## config.mk

```make
export PLATFORM = sky130hd
export DESIGN_NAME = erdm_rx_desc_mgr
export DESIGN_NICKNAME = d
export VERILOG_FILES = /design/src/erdm_pkg.sv /design/src/erdm_rx_desc_mgr.sv
export SDC_FILE = /design/constraint.sdc
export NUM_CORES = 1
export LEC_CHECK = 0
export BUFFER_PORTS_ARGS = -buffer_cell sky130_fd_sc_hd__buf_4
export CORE_MARGIN = 1.5
export CORE_UTILIZATION = 35
export DETAILED_ROUTE_END_ITERATION = 10
export PLACE_DENSITY = 0.5
export REMOVE_ABC_BUFFERS = 1
export SLEW_MARGIN = 10
export SYNTH_ARGS = -nofsm -noshare
export SYNTH_HDL_FRONTEND = slang
export SYNTH_SLANG_ARGS = --single-unit
```

## constraint.sdc

```tcl
create_clock -name clk_sys -period 10 [get_ports clk_sys]
set_input_delay 1.5 -clock clk_sys [delete_from_list [all_inputs] [get_ports clk_sys]]
set_output_delay 1.5 -clock clk_sys [all_outputs]
set_load 0.02 [all_outputs]
```

## src/erdm_pkg.sv

```systemverilog
// constants for the ethernet receive descriptor manager
package erdm_pkg;
    // =========================================================
    // register map (byte offsets)
    localparam logic [7:0] ADDR_CTRL = 8'h00;
    localparam logic [7:0] ADDR_CFG = 8'h04;
    localparam logic [7:0] ADDR_STAT = 8'h08;
    localparam logic [7:0] ADDR_QPTR = 8'h0c;
    localparam logic [7:0] ADDR_RESCNT = 8'h10;
    // =========================================================
    // register fields
    localparam int CTRL_RXEN = 2;
    localparam int CFG_JUMBO = 3;
    localparam int CFG_OFF_LO = 14;
    localparam int CFG_NOFCS = 17;
    localparam int STAT_BNA = 0;
    localparam int STAT_OVR = 2;
    // =========================================================
    // descriptor word 0 and word 1 fields
    localparam int D0_USED = 0;
    localparam int D0_WRAP = 1;
    localparam int D1_BCAST = 31;
    localparam int D1_SA_HI = 26;
    localparam int D1_TYPE = 22;
    localparam int D1_VLAN = 21;
    localparam int D1_PRIO = 20;
    localparam int D1_PRI_LO = 17;
    localparam int D1_CFI = 16;
    localparam int D1_EOF = 15;
    localparam int D1_SOF = 14;
    localparam int D1_OFF_LO = 12;
    localparam logic [15:0] VLAN_TYPE = 16'h8100;
    localparam logic [13:0] FCS_BYTES = 14'h0004;
    // =========================================================
    // buffer geometry and list walking
    localparam logic [5:0] BUF_WORDS = 6'h20;
    localparam logic [10:0] DESC_STEP = 11'h002;
    localparam logic [31:0] DESC_W1 = 32'h0000_0004;
    // =========================================================
    // bus wait limit
    localparam int CLK_NS = 10;
    localparam int BUS_TMO_NS = 8915;
    localparam int BUS_TMO_CYC = BUS_TMO_NS / CLK_NS;
    // =========================================================
    // buffer manager states
    typedef enum logic [2:0] {
        ST_IDLE = 3'b000,
        ST_FETCH = 3'b001,
        ST_WAITCP = 3'b010,
        ST_DATA = 3'b011,
        ST_WRD = 3'b100,
        ST_STAT1 = 3'b101,
        ST_STAT0 = 3'b110,
        ST_DROP = 3'b111
    } erdm_state_t;
endpackage : erdm_pkg

```

## src/erdm_rx_desc_mgr.sv

```systemverilog
// receive buffer descriptor manager with apb registers and memory master
// Functional notes
// - specific address matches in bits 26..23
// - type match bit 22, vlan bit 21
// - priority tag: vlan with zero id
// - vlan priority 19:17, cfi bit 16
// - end of frame flag bit 15
// - start of frame flag bit 14
// - offset or jumbo length in 13:12
// - frame length in bits 11:0
// - fetch descriptor when frame data starts
// - write data only after copy; reclaim
// - wrap bit or 1024th returns to start (here a spill fetch after the 1024th reads base plus 8192)
// - 11-bit counter plus base forms pointer
// - counter clears on wrap, rolls at 1024
// - set used bit; reclaim current only
// - used descriptor raises buffer-not-available
// - used descriptor mid frame drops frame
// - bus error or timeout is overrun
// - fcs stripping shortens length by four
// - 128-byte buffers, first shrinks by offset (here every buffer takes 32 words; the offset only goes into status bits 13:12)
// - broadcast and hash matches in 31..28
// - spill buffer status holds sof, offset
//
// The implementer's own choices: the register addresses and register access over APB.
`timescale 1ns/10ps
module erdm_rx_desc_mgr
    import erdm_pkg::*;
#(
    parameter int TMO_CYC = BUS_TMO_CYC
) (
    // clock and reset
    input wire logic clk_sys,
    input wire logic rst,
    // apb slave
    input wire logic psel,
    input wire logic penable,
    input wire logic pwrite,
    input wire logic [7:0] paddr,
    input wire logic [31:0] pwdata,
    output logic [31:0] prdata,
    output logic pready,
    output logic pslverr,
    // memory master
    output logic mem_req,
    output logic mem_write,
    output logic [31:0] mem_addr,
    output logic [31:0] mem_wdata,
    input wire logic mem_ack,
    input wire logic mem_err,
    input wire logic [31:0] mem_rdata,
    // receive block
    input wire logic rx_start,
    input wire logic rx_copy,
    input wire logic rx_discard,
    input wire logic rx_valid,
    input wire logic [31:0] rx_data,
    input wire logic rx_fcs_word,
    output logic rx_ready,
    input wire logic rx_end,
    input wire logic rx_err,
    input wire logic [13:0] rx_len,
    // address filter results
    input wire logic rx_bcast,
    input wire logic rx_mhash,
    input wire logic rx_uhash,
    input wire logic rx_extm,
    input wire logic [3:0] rx_sa,
    input wire logic rx_type_match,
    input wire logic [15:0] rx_type_id,
    input wire logic [15:0] rx_vlan_tci,
    // events
    output logic buf_not_avail,
    output logic rx_overrun,
    output logic res_err_inc
);
    // =========================================================
    // storage
    erdm_state_t state_ff;
    logic rxen_ff, jumbo_ff, nofcs_ff;
    logic [1:0] off_ff;
    logic bna_st_ff, ovr_st_ff;
    logic [31:0] base_ff, rescnt_ff, prdata_ff;
    logic [10:0] cnt_ff;
    logic pready_ff, pslverr_ff;
    logic req_ff, we_ff;
    logic [31:0] addr_ff, wdata_ff, bufadr_ff;
    logic wrap_ff, sof_ff, copy_ff, end_ff, err_ff, rdy_ff, fin_ff;
    logic [5:0] wcnt_ff;
    logic [15:0] tmo_ff;
    logic bna_ff, ovr_ff, rse_ff;
    logic [31:0] match_ff;
    logic [13:0] len_ff;
    logic [31:0] qptr, stat_fin, stat_spill;
    logic [13:0] len_adj;
    logic apb_wr, bus_fail, bus_ok, vlan;
    // =========================================================
    // apb access decode
    assign apb_wr = psel && penable && pready_ff && pwrite;
    assign qptr = base_ff + {19'h0, cnt_ff, 2'b00};
    // one wait state, then ready with data
    always_ff @(posedge clk_sys or posedge rst) begin
        if (rst) begin
            pready_ff <= 1'b0;
            pslverr_ff <= 1'b0;
            prdata_ff <= 32'h0;
        end else if (psel && penable && !pready_ff) begin
            pready_ff <= 1'b1;
            pslverr_ff <= 1'b0;
            prdata_ff <= 32'h0;
            unique case (paddr)
                ADDR_CTRL: prdata_ff[CTRL_RXEN] <= rxen_ff;
                ADDR_CFG: begin
                    prdata_ff[CFG_JUMBO] <= jumbo_ff;
                    prdata_ff[CFG_OFF_LO +: 2] <= off_ff;
                    prdata_ff[CFG_NOFCS] <= nofcs_ff;
                end
                ADDR_STAT: begin
                    prdata_ff[STAT_BNA] <= bna_st_ff;
                    prdata_ff[STAT_OVR] <= ovr_st_ff;
                end
                ADDR_QPTR: prdata_ff <= qptr;
                ADDR_RESCNT: prdata_ff <= rescnt_ff;
                default: pslverr_ff <= 1'b1;
            endcase
        end else begin
            pready_ff <= 1'b0;
            pslverr_ff <= 1'b0;
        end
    end
    // control and configuration writes
    always_ff @(posedge clk_sys or posedge rst) begin
        if (rst) begin
            rxen_ff <= 1'b0;
            jumbo_ff <= 1'b0;
            nofcs_ff <= 1'b0;
            off_ff <= 2'h0;
            base_ff <= 32'h0;
        end else if (apb_wr) begin
            if (paddr == ADDR_CTRL) rxen_ff <= pwdata[CTRL_RXEN];
            if (paddr == ADDR_CFG) begin
                jumbo_ff <= pwdata[CFG_JUMBO];
                off_ff <= pwdata[CFG_OFF_LO +: 2];
                nofcs_ff <= pwdata[CFG_NOFCS];
            end
            if (paddr == ADDR_QPTR) base_ff <= {pwdata[31:2], 2'b00};
        end
    end
    // sticky status, write one to clear, set wins
    always_ff @(posedge clk_sys or posedge rst) begin
        if (rst) begin
            bna_st_ff <= 1'b0;
            ovr_st_ff <= 1'b0;
        end else begin
            if (bna_ff) bna_st_ff <= 1'b1;
            else if (apb_wr && paddr == ADDR_STAT && pwdata[STAT_BNA])
                bna_st_ff <= 1'b0;
            if (ovr_ff) ovr_st_ff <= 1'b1;
            else if (apb_wr && paddr == ADDR_STAT && pwdata[STAT_OVR])
                ovr_st_ff <= 1'b0;
        end
    end
    // resource error statistics
    always_ff @(posedge clk_sys or posedge rst) begin
        if (rst) rescnt_ff <= 32'h0;
        else if (rse_ff) rescnt_ff <= rescnt_ff + 32'h1;
    end
    // =========================================================
    // frame status assembly
    assign vlan = (rx_type_id == VLAN_TYPE);
    assign len_adj = nofcs_ff ? len_ff - FCS_BYTES : len_ff;
    always_comb begin
        stat_fin = match_ff;
        stat_fin[D1_EOF] = 1'b1;
        stat_fin[D1_SOF] = sof_ff;
        stat_fin[D1_OFF_LO +: 2] = jumbo_ff ? len_adj[13:12] :
            (sof_ff ? off_ff : 2'b00);
        stat_fin[11:0] = len_adj[11:0];
        stat_spill = 32'h0;
        stat_spill[D1_SOF] = sof_ff;
        stat_spill[D1_OFF_LO +: 2] = sof_ff ? off_ff : 2'b00;
    end
    // catch filter results when the frame ends
    always_ff @(posedge clk_sys or posedge rst) begin
        if (rst) begin
            match_ff <= 32'h0;
            len_ff <= 14'h0;
        end else if (rx_end) begin
            match_ff <= 32'h0;
            match_ff[D1_BCAST -: 4] <= {rx_bcast, rx_mhash, rx_uhash,
                rx_extm};
            match_ff[D1_SA_HI -: 4] <= {rx_sa[0], rx_sa[1], rx_sa[2],
                rx_sa[3]};
            match_ff[D1_TYPE] <= rx_type_match;
            match_ff[D1_VLAN] <= vlan;
            match_ff[D1_PRIO] <= vlan && rx_vlan_tci[11:0] == 12'h0;
            match_ff[D1_PRI_LO +: 3] <= vlan ? rx_vlan_tci[15:13] : 3'h0;
            match_ff[D1_CFI] <= vlan && rx_vlan_tci[12];
            len_ff <= rx_len;
        end
    end
    // =========================================================
    // frame event latches
    always_ff @(posedge clk_sys or posedge rst) begin
        if (rst) begin
            copy_ff <= 1'b0;
            end_ff <= 1'b0;
            err_ff <= 1'b0;
        end else if (state_ff == ST_IDLE) begin
            copy_ff <= 1'b0;
            end_ff <= 1'b0;
            err_ff <= 1'b0;
        end else begin
            if (rx_copy) copy_ff <= 1'b1;
            if (rx_end) end_ff <= 1'b1;
            if (rx_err || rx_discard) err_ff <= 1'b1;
        end
    end
    // bus wait counter
    assign bus_ok = req_ff && mem_ack && !mem_err;
    assign bus_fail = req_ff && (mem_err ||
        (!mem_ack && tmo_ff == 16'(TMO_CYC)));
    always_ff @(posedge clk_sys or posedge rst) begin
        if (rst) tmo_ff <= 16'h0;
        else if (req_ff && !mem_ack) tmo_ff <= tmo_ff + 16'h1;
        else tmo_ff <= 16'h0;
    end
    // =========================================================
    // buffer manager sequencer
    always_ff @(posedge clk_sys or posedge rst) begin
        if (rst) begin
            state_ff <= ST_IDLE;
            req_ff <= 1'b0;
            we_ff <= 1'b0;
            addr_ff <= 32'h0;
            wdata_ff <= 32'h0;
            bufadr_ff <= 32'h0;
            cnt_ff <= 11'h0;
            wrap_ff <= 1'b0;
            sof_ff <= 1'b0;
            fin_ff <= 1'b0;
            rdy_ff <= 1'b0;
            wcnt_ff <= 6'h0;
            bna_ff <= 1'b0;
            ovr_ff <= 1'b0;
            rse_ff <= 1'b0;
        end else begin
            bna_ff <= 1'b0;
            ovr_ff <= 1'b0;
            rse_ff <= 1'b0;
            if (bus_ok || bus_fail) req_ff <= 1'b0;
            if (apb_wr && paddr == ADDR_QPTR) cnt_ff <= 11'h0;
            unique case (state_ff)
                ST_IDLE: begin
                    sof_ff <= 1'b1;
                    if (rxen_ff && rx_start) begin
                        state_ff <= ST_FETCH;
                        req_ff <= 1'b1;
                        we_ff <= 1'b0;
                        addr_ff <= qptr;
                    end
                end
                ST_FETCH: begin
                    if (bus_fail) begin
                        ovr_ff <= 1'b1;
                        state_ff <= ST_DROP;
                    end else if (bus_ok && mem_rdata[D0_USED]) begin
                        bna_ff <= 1'b1;
                        rse_ff <= 1'b1;
                        state_ff <= ST_DROP;
                    end else if (bus_ok) begin
                        bufadr_ff <= {mem_rdata[31:2], 2'b00};
                        wrap_ff <= mem_rdata[D0_WRAP];
                        wcnt_ff <= 6'h0;
                        state_ff <= ST_WAITCP;
                    end
                end
                ST_WAITCP: begin
                    if (err_ff) state_ff <= ST_IDLE;
                    else if (copy_ff) begin
                        rdy_ff <= 1'b1;
                        state_ff <= ST_DATA;
                    end
                end
                ST_DATA: begin
                    if (err_ff) begin
                        rdy_ff <= 1'b0;
                        state_ff <= ST_IDLE;
                    end else if (end_ff && !rx_valid) begin
                        rdy_ff <= 1'b0;
                        fin_ff <= 1'b1;
                        state_ff <= ST_STAT1;
                        req_ff <= 1'b1;
                        we_ff <= 1'b1;
                        addr_ff <= qptr + DESC_W1;
                        wdata_ff <= stat_fin;
                    end else if (rx_valid && rdy_ff) begin
                        if (!(rx_fcs_word && nofcs_ff)) begin
                            rdy_ff <= 1'b0;
                            state_ff <= ST_WRD;
                            req_ff <= 1'b1;
                            we_ff <= 1'b1;
                            addr_ff <= bufadr_ff + {24'h0, wcnt_ff, 2'b00};
                            wdata_ff <= rx_data;
                        end
                    end else if (rx_valid && wcnt_ff == BUF_WORDS) begin
                        fin_ff <= 1'b0;
                        state_ff <= ST_STAT1;
                        req_ff <= 1'b1;
                        we_ff <= 1'b1;
                        addr_ff <= qptr + DESC_W1;
                        wdata_ff <= stat_spill;
                    end
                end
                ST_WRD: begin
                    if (bus_fail) begin
                        ovr_ff <= 1'b1;
                        state_ff <= ST_DROP;
                    end else if (bus_ok) begin
                        wcnt_ff <= wcnt_ff + 6'h1;
                        rdy_ff <= (wcnt_ff + 6'h1) != BUF_WORDS;
                        state_ff <= ST_DATA;
                    end
                end
                ST_STAT1: begin
                    if (bus_fail) begin
                        ovr_ff <= 1'b1;
                        state_ff <= ST_DROP;
                    end else if (bus_ok) begin
                        state_ff <= ST_STAT0;
                        req_ff <= 1'b1;
                        addr_ff <= qptr;
                        wdata_ff <= {bufadr_ff[31:2], wrap_ff, 1'b1};
                    end
                end
                ST_STAT0: begin
                    if (bus_fail) begin
                        ovr_ff <= 1'b1;
                        state_ff <= ST_DROP;
                    end else if (bus_ok) begin
                        cnt_ff <= wrap_ff ? 11'h0 : cnt_ff + DESC_STEP;
                        sof_ff <= 1'b0;
                        if (fin_ff) state_ff <= ST_IDLE;
                        else begin
                            state_ff <= ST_FETCH;
                            req_ff <= 1'b1;
                            we_ff <= 1'b0;
                            addr_ff <= wrap_ff ? base_ff :
                                qptr + {19'h0, DESC_STEP, 2'b00};
                        end
                    end
                end
                ST_DROP: begin
                    if (end_ff || err_ff) state_ff <= ST_IDLE;
                end
            endcase
        end
    end
    // =========================================================
    // outputs
    assign prdata = prdata_ff;
    assign pready = pready_ff;
    assign pslverr = pslverr_ff;
    assign mem_req = req_ff;
    assign mem_write = we_ff;
    assign mem_addr = addr_ff;
    assign mem_wdata = wdata_ff;
    assign rx_ready = rdy_ff;
    assign buf_not_avail = bna_ff;
    assign rx_overrun = ovr_ff;
    assign res_err_inc = rse_ff;
endmodule : erdm_rx_desc_mgr

```

## After elaboration in Yosys (flattened, before gate mapping)

Index checks and enable logic that the tools add are counted.

| cells by class | value |
|---|---|
| $add $sub $neg | 9 |
| equal/unequal tests | 42 |
| muxes and demuxes | 122 |
| bitwise logic cells | 3 |
| reductions and logical operators | 58 |

Operators with widths:

| kind | number |
|---|---|
| $mux W32 | 19 |
| $pmux W32 S4 | 1 |
| $pmux W32 S2 | 1 |
| $mux W3 | 19 |
| $mux W11 | 5 |
| $mux W1 | 53 |
| $add A32 B1 Y32 const B | 1 |
| $add A32 B13 Y32 | 1 |
| $add A32 B3 Y32 const B | 1 |
| $add A32 B4 Y32 const B | 1 |
| $add A32 B8 Y32 | 1 |
| $mux W6 | 5 |
| $ne A2 B2 Y1 const B | 15 |
| $pmux W14 S2 | 1 |
| $pmux W3 S8 | 1 |
| $logic_and A1 B1 Y1 | 21 |
| $ne A4 B4 Y1 const B | 5 |
| $pmux W10 S2 | 1 |
| $reduce_bool A2 Y1 | 9 |
| $add A16 B1 Y16 const B | 1 |
| $eq A16 B10 Y1 const B | 1 |
| $eq A16 B16 Y1 const B | 1 |
| $eq A8 B4 Y1 const B | 2 |
| $mux W16 | 1 |
| 38 further kinds | 67 |

| storage, ports and cells | value |
|---|---|
| flip-flop bits (word level) | 273 |
| input bits | 173 |
| output and inout bits | 104 |
| word-level logic and storage cells | 265 |

## Depth between registers and ports, before layout

| logic depth | value |
|---|---|
| depth in word-level cells | 11 |
| mapped depth | 13 |
| mapped depth without buffers | 11 |

## Least setup slack after synthesis

OpenSTA, ideal clock, no wires.

| path | value |
|---|---|
| path type | reg-to-reg |
| start | register base_ff[2] |
| end | register addr_ff[27], in the netlist mem_addr[27] |
| library setup time | 0.065 ns |
| arrival time | 3.913 ns |
| data required time | 9.935 ns |
| slack | 6.022 ns |
| stages on the path, launching flop included | 12 |
| buffers on the path | 0 |
| period minus slack after synthesis | 3.978 ns |
| cell sequence | dfrtp_1 -> ha_1 -> fa_1 -> a21o_1 -> a221oi_1 -> xnor2_1 -> nand4_1 -> nor3_1 -> nand3_1 -> or4_1 -> a211oi_1 -> o22a_1 |

| between the ends | value |
|---|---|
| cells in the longest elaborated chain, start to end | 7 |
| elaborated cells on any way between the ends | 15 |
| classes of those cells | add/sub: 3; mux: 12 |

RTL lines:

| element | RTL line | RTL |
|---|---|---|
| start, declared | erdm_rx_desc_mgr.sv:83 | `logic [31:0] base_ff, rescnt_ff, prdata_ff;` |
| start signal, assigned | erdm_rx_desc_mgr.sv:146 | `if (paddr == ADDR_QPTR) base_ff <= {pwdata[31:2], 2'b00};` |
| $add A32 B13 Y32 * | erdm_rx_desc_mgr.sv:100 | `assign qptr = base_ff + {19'h0, cnt_ff, 2'b00};` |
| $add A32 B4 Y32 / $add A32 B3 Y32 (equally long branches) | erdm_rx_desc_mgr.sv:349, erdm_rx_desc_mgr.sv:295, erdm_rx_desc_mgr.sv:311 |  |
| $mux W32, on equally long branches | erdm_rx_desc_mgr.sv:348, erdm_rx_desc_mgr.sv:306 |  |
| $mux W32, on equally long branches | erdm_rx_desc_mgr.sv:343, erdm_rx_desc_mgr.sv:297 |  |
| $mux W32, on equally long branches | erdm_rx_desc_mgr.sv:340, erdm_rx_desc_mgr.sv:289 |  |
| $mux W32, on equally long branches | erdm_rx_desc_mgr.sv:337, erdm_rx_desc_mgr.sv:286 |  |
| $pmux W32 S4 * | erdm_rx_desc_mgr.sv:253 | `unique case (state_ff)` |
| end signal, assigned | erdm_rx_desc_mgr.sv:260 | `addr_ff <= qptr;` |
| end signal, assigned | erdm_rx_desc_mgr.sv:332 | `addr_ff <= qptr;` |
| end signal, assigned | erdm_rx_desc_mgr.sv:348 | `addr_ff <= wrap_ff ? base_ff :` |
| end, declared | erdm_rx_desc_mgr.sv:87 | `logic [31:0] addr_ff, wdata_ff, bufadr_ff;` |

Mark *: on every way between the ends. The rest lies on a longest branch, timed or not. The select of a mux whose other input is x is not followed.
A chain may end at the register's enable or synchronous reset.

## Worst setup path in the final report

Same ends and word-level chain as after synthesis.

==> impl_metrics.json <==
{
  "ys_ff_latch": 271,
  "grt_use_total": 0.231,
  "crit_slowest_cell": "a221oi_1",
  "slowest_delay_ns": 0.82,
  "reg2reg_to": "mem_addr[27]",
  "fillCellCount": 4511,
  "clock_tree.buffer_depth": 3,
  "cts_resized": 0,
  "maxCapViolCount": 0,
  "grt_pass1_vias": 14101,
  "worst_pin_slew_ns": 1.32,
  "ioPinCount": 277,
  "die_w_um": 217,
  "start_util": 0.354,
  "clk_latency_ns": 0.55,
  "comb_power_share": 0.298,
  "powerDensity_nw_per_um2": 199,
  "root_buffer": "clkbuf_16",
  "avgRoutedWirePerCell_um": 20.9,
  "syn-cell-area_um2": 16000,
  "reg2reg_from": "base_ff[2]",
  "hold-path-endpoint": "prdata[1]",
  "sw_frac_of_total": 0.348,
  "grt_setup_unrepaired": "no",
  "hold_viol_final": 0,
  "grt_max_degree": 96,
  "ys_warn_count": 0,
  "vdd.ir_drop.worst_uv": 103,
  "cts-htree-levels": 2,
  "crit_arrival_ns": 5.70,
  "tns_ns": 0,
  "cp_max_fo": 8,
  "gp_congestion": 0.874,
  "synth_cell_type_count": 78,
  "grt_overflow": 0,
  "grt_pass1_wl_um": 84700,
  "postCtsHoldBufs": 0,
  "path_clk_slew_ns": 0.06,
  "seqCellArea_um2": 6780,
  "dpl_worst_slack_ns": 4.85,
  "status": "completed",
  "critPathRequiredTime_ns": 10.48,
  "timing_worst_setup_path_type": "flip-flop to flip-flop",
  "path_cells": "ha_1, fa_1, a21o_1, a221oi_1, xnor2_1, nand4_1, nor3_1, nand3_1, or4_1, a211oi_1, o22a_1",
  "relSlewSlack": 0.122,
  "period_share": 0.523,
  "ant_nets": 0,
  "start_kind": "flip-flop",
  "p_leak_nw": 8.70,
  "rows": 78,
  "drv_slew": 0,
  "fin_nets": 2187,
  "post-dp-hpwl_um": 40000,
  "syn_inst": 1759,
  "dr.first_iter.drc_count": 1147,
  "via_count": 14560,
  "hold_depth": 2,
  "drive_gt1_frac": 0.233,
  "min_period_ns": 5.23,
  "dieArea_um2": 47100,
  "p_seq_frac": 0.363,
  "core_area_um2": 45300,
  "cp-end-kind": "flip-flop",
  "synth_async_sr_flop_share": 1.00,
  "synth_enable_flop_cells": 0,
  "avgSynthCellArea_um2": 9.11,
  "cts_tree": "done",
  "setup_ws_ns": 4.77,
  "vias_per_cell": 5.57,
  "final_common_cell": "buf_4",
  "clock_skew_ns": 0.0166,
  "reg2reg_slack_ns": 4.77,
  "ys.flop_type": "dfrtp_1",
  "clock-sinks": 271,
  "hold_class": "flip-flop to flip-flop",
  "drc": 0,
  "post_cts_buffers": 0,
  "portBuffers": 273,
  "clkPwrFrac": 0.339,
  "seq_area_frac_synth": 0.423,
  "holdWs_ns": 0.464,
  "area_growth_syn_to_layout_pct": 23.7,
  "multi_input_area_um2": 8740,
  "r2r.worst_path.cells": 11,
  "cts_buffers": 35,
  "dr.pass1.iters": 5,
  "switchingPower_w": 0.00137,
  "setup_viol": 0,
  "hold_start": "prdata[1]",
  "final_cell_mix": "buf_4, dfrtp_1, nand2_1",
  "routed_wl_um": 54500,
  "die-height_um": 217,
  "intPower_w": 0.00258,
  "antenna_found_initial": 1,
  "fmaxAchievable_mhz": 191
}
layer usage:
metal / track usage / vias to the layer above / wire (µm) / share of wire
met5: 0 / - / 0 / 0
met4: 0.0738 / 0 / 1300 / 0.024
met3: 0.0456 / 76 / 3720 / 0.068
met2: 0.350 / 500 / 24100 / 0.44
met1: 0.330 / 7072 / 25400 / 0.47
li1: - / 6912 / - / -
worst max-delay path, delay by kind of cell, from the launching register on:
kind / cells / cell delay, ns
AND/OR/NAND/NOR: 4 / 2.05
AO/OA/AOI/OAI: 4 / 1.53
XOR/XNOR: 1 / 0.48
flip-flops: 1 / 0.42
adder cells (fa/ha/maj): 2 / 0.68
flip-flops by register name, indices dropped and copies added (netlist names), 2 cells and up:
signal     count
tmo_ff        16
wcnt_ff        6
match_ff      15
mem_addr      30
state_ff       3
rescnt_ff     32
cnt_ff        11
base_ff       30
prdata        32
bufadr_ff     30
off_ff         2
len_ff        14
mem_wdata     32
metrics by stage:
| step | utilization | instance area [µm²] | instances | total power, W |
|---|---|---|---|---|
| finish | 0.438 | 19800 | 2612 | 0.00395 |
| global route | 0.438 | 19800 | 2612 | 0.00417 |
| CTS | 0.438 | 19800 | 2611 | 0.00400 |
| detailed placement | 0.411 | 18600 | 2549 | 0.00263 |
| global placement | 0.411 | 18600 | 2549 | 0.00263 |
| floorplan | - | 15600 | 1651 | 0.00208 |
area by class of cell:
cell class                      instances  share of cell area
Multi-Input combinational cell       1355               0.441
Sequential cell                       271               0.342
Timing Repair Buffer                  298               0.113
Clock buffer                           47              0.0490
Tap cell                              600              0.0379
Clock inverter                         15              0.0119
Inverter                               25             0.00511
Antenna cell                            1            0.000126
cells by family after synthesis:
family,synth area share
fa+ha+maj,0.0228
compound gates,0.184
mux,0.0674
simple gates,0.199
flops,0.423
other cells,0.000234
buf+inv,0.0330
xor+xnor,0.0705
cell usage after synthesis, types with 5 or more instances:
library cell | instances | area (µm²)
a221oi_1 | 46 | 403
o21ai_0 | 130 | 651
mux2_2 | 87 | 980
nand4_1 | 48 | 300
o211ai_1 | 9 | 67.6
xnor2_1 | 70 | 613
dfrtp_1 | 271 | 6780
a211oi_1 | 18 | 135
or2_2 | 9 | 56.3
a22o_1 | 7 | 61.3
o31ai_1 | 22 | 165
and2_1 | 14 | 87.6
nand2_1 | 196 | 736
nor2_1 | 197 | 739
a221o_1 | 20 | 200
nand2b_1 | 14 | 87.6
xor2_1 | 59 | 517
o221ai_1 | 5 | 43.8
nand3_1 | 45 | 225
o31a_1 | 6 | 52.6
clkbuf_1 | 94 | 353
o22ai_1 | 5 | 31.3
nor3_1 | 34 | 170
and3_1 | 22 | 138
buf_1 | 6 | 22.5
a21o_1 | 15 | 113
o2111ai_1 | 7 | 61.3
o21bai_1 | 5 | 37.5
a21oi_1 | 67 | 335
nor4_1 | 25 | 156
inv_1 | 24 | 90.1
buf_2 | 5 | 25.0
or4_1 | 11 | 82.6
or3_1 | 15 | 93.8
a31oi_1 | 16 | 100
ha_1 | 26 | 325
o21a_1 | 11 | 82.6
mux2i_1 | 10 | 100
nor4b_1 | 5 | 43.8
and4_1 | 12 | 105
worst max-delay path by stage:
stage | cells past startpoint | endpoint | from
CTS | 11 | mem_addr[27] | base_ff[2]
floorplan | 1 | base_ff[10] | rst
global route | 11 | mem_addr[27] | base_ff[2]
global placement | 11 | mem_addr[27] | base_ff[2]
finish | 11 | mem_addr[27] | base_ff[2]
detailed placement | 11 | mem_addr[27] | base_ff[2]
power groups by stage:
stage | clock (W) | sequential [W] | combinational, W
after floorplan | 0 | 0.00154 | 0.000539
after global placement | 0 | 0.00145 | 0.00118
after detailed placement | 0 | 0.00145 | 0.00118
after CTS | 0.00138 | 0.00143 | 0.00119
after global routing | 0.00142 | 0.00146 | 0.00129
final | 0.00134 | 0.00143 | 0.00118
Note: power is estimated with default switching activity, not from simulation.
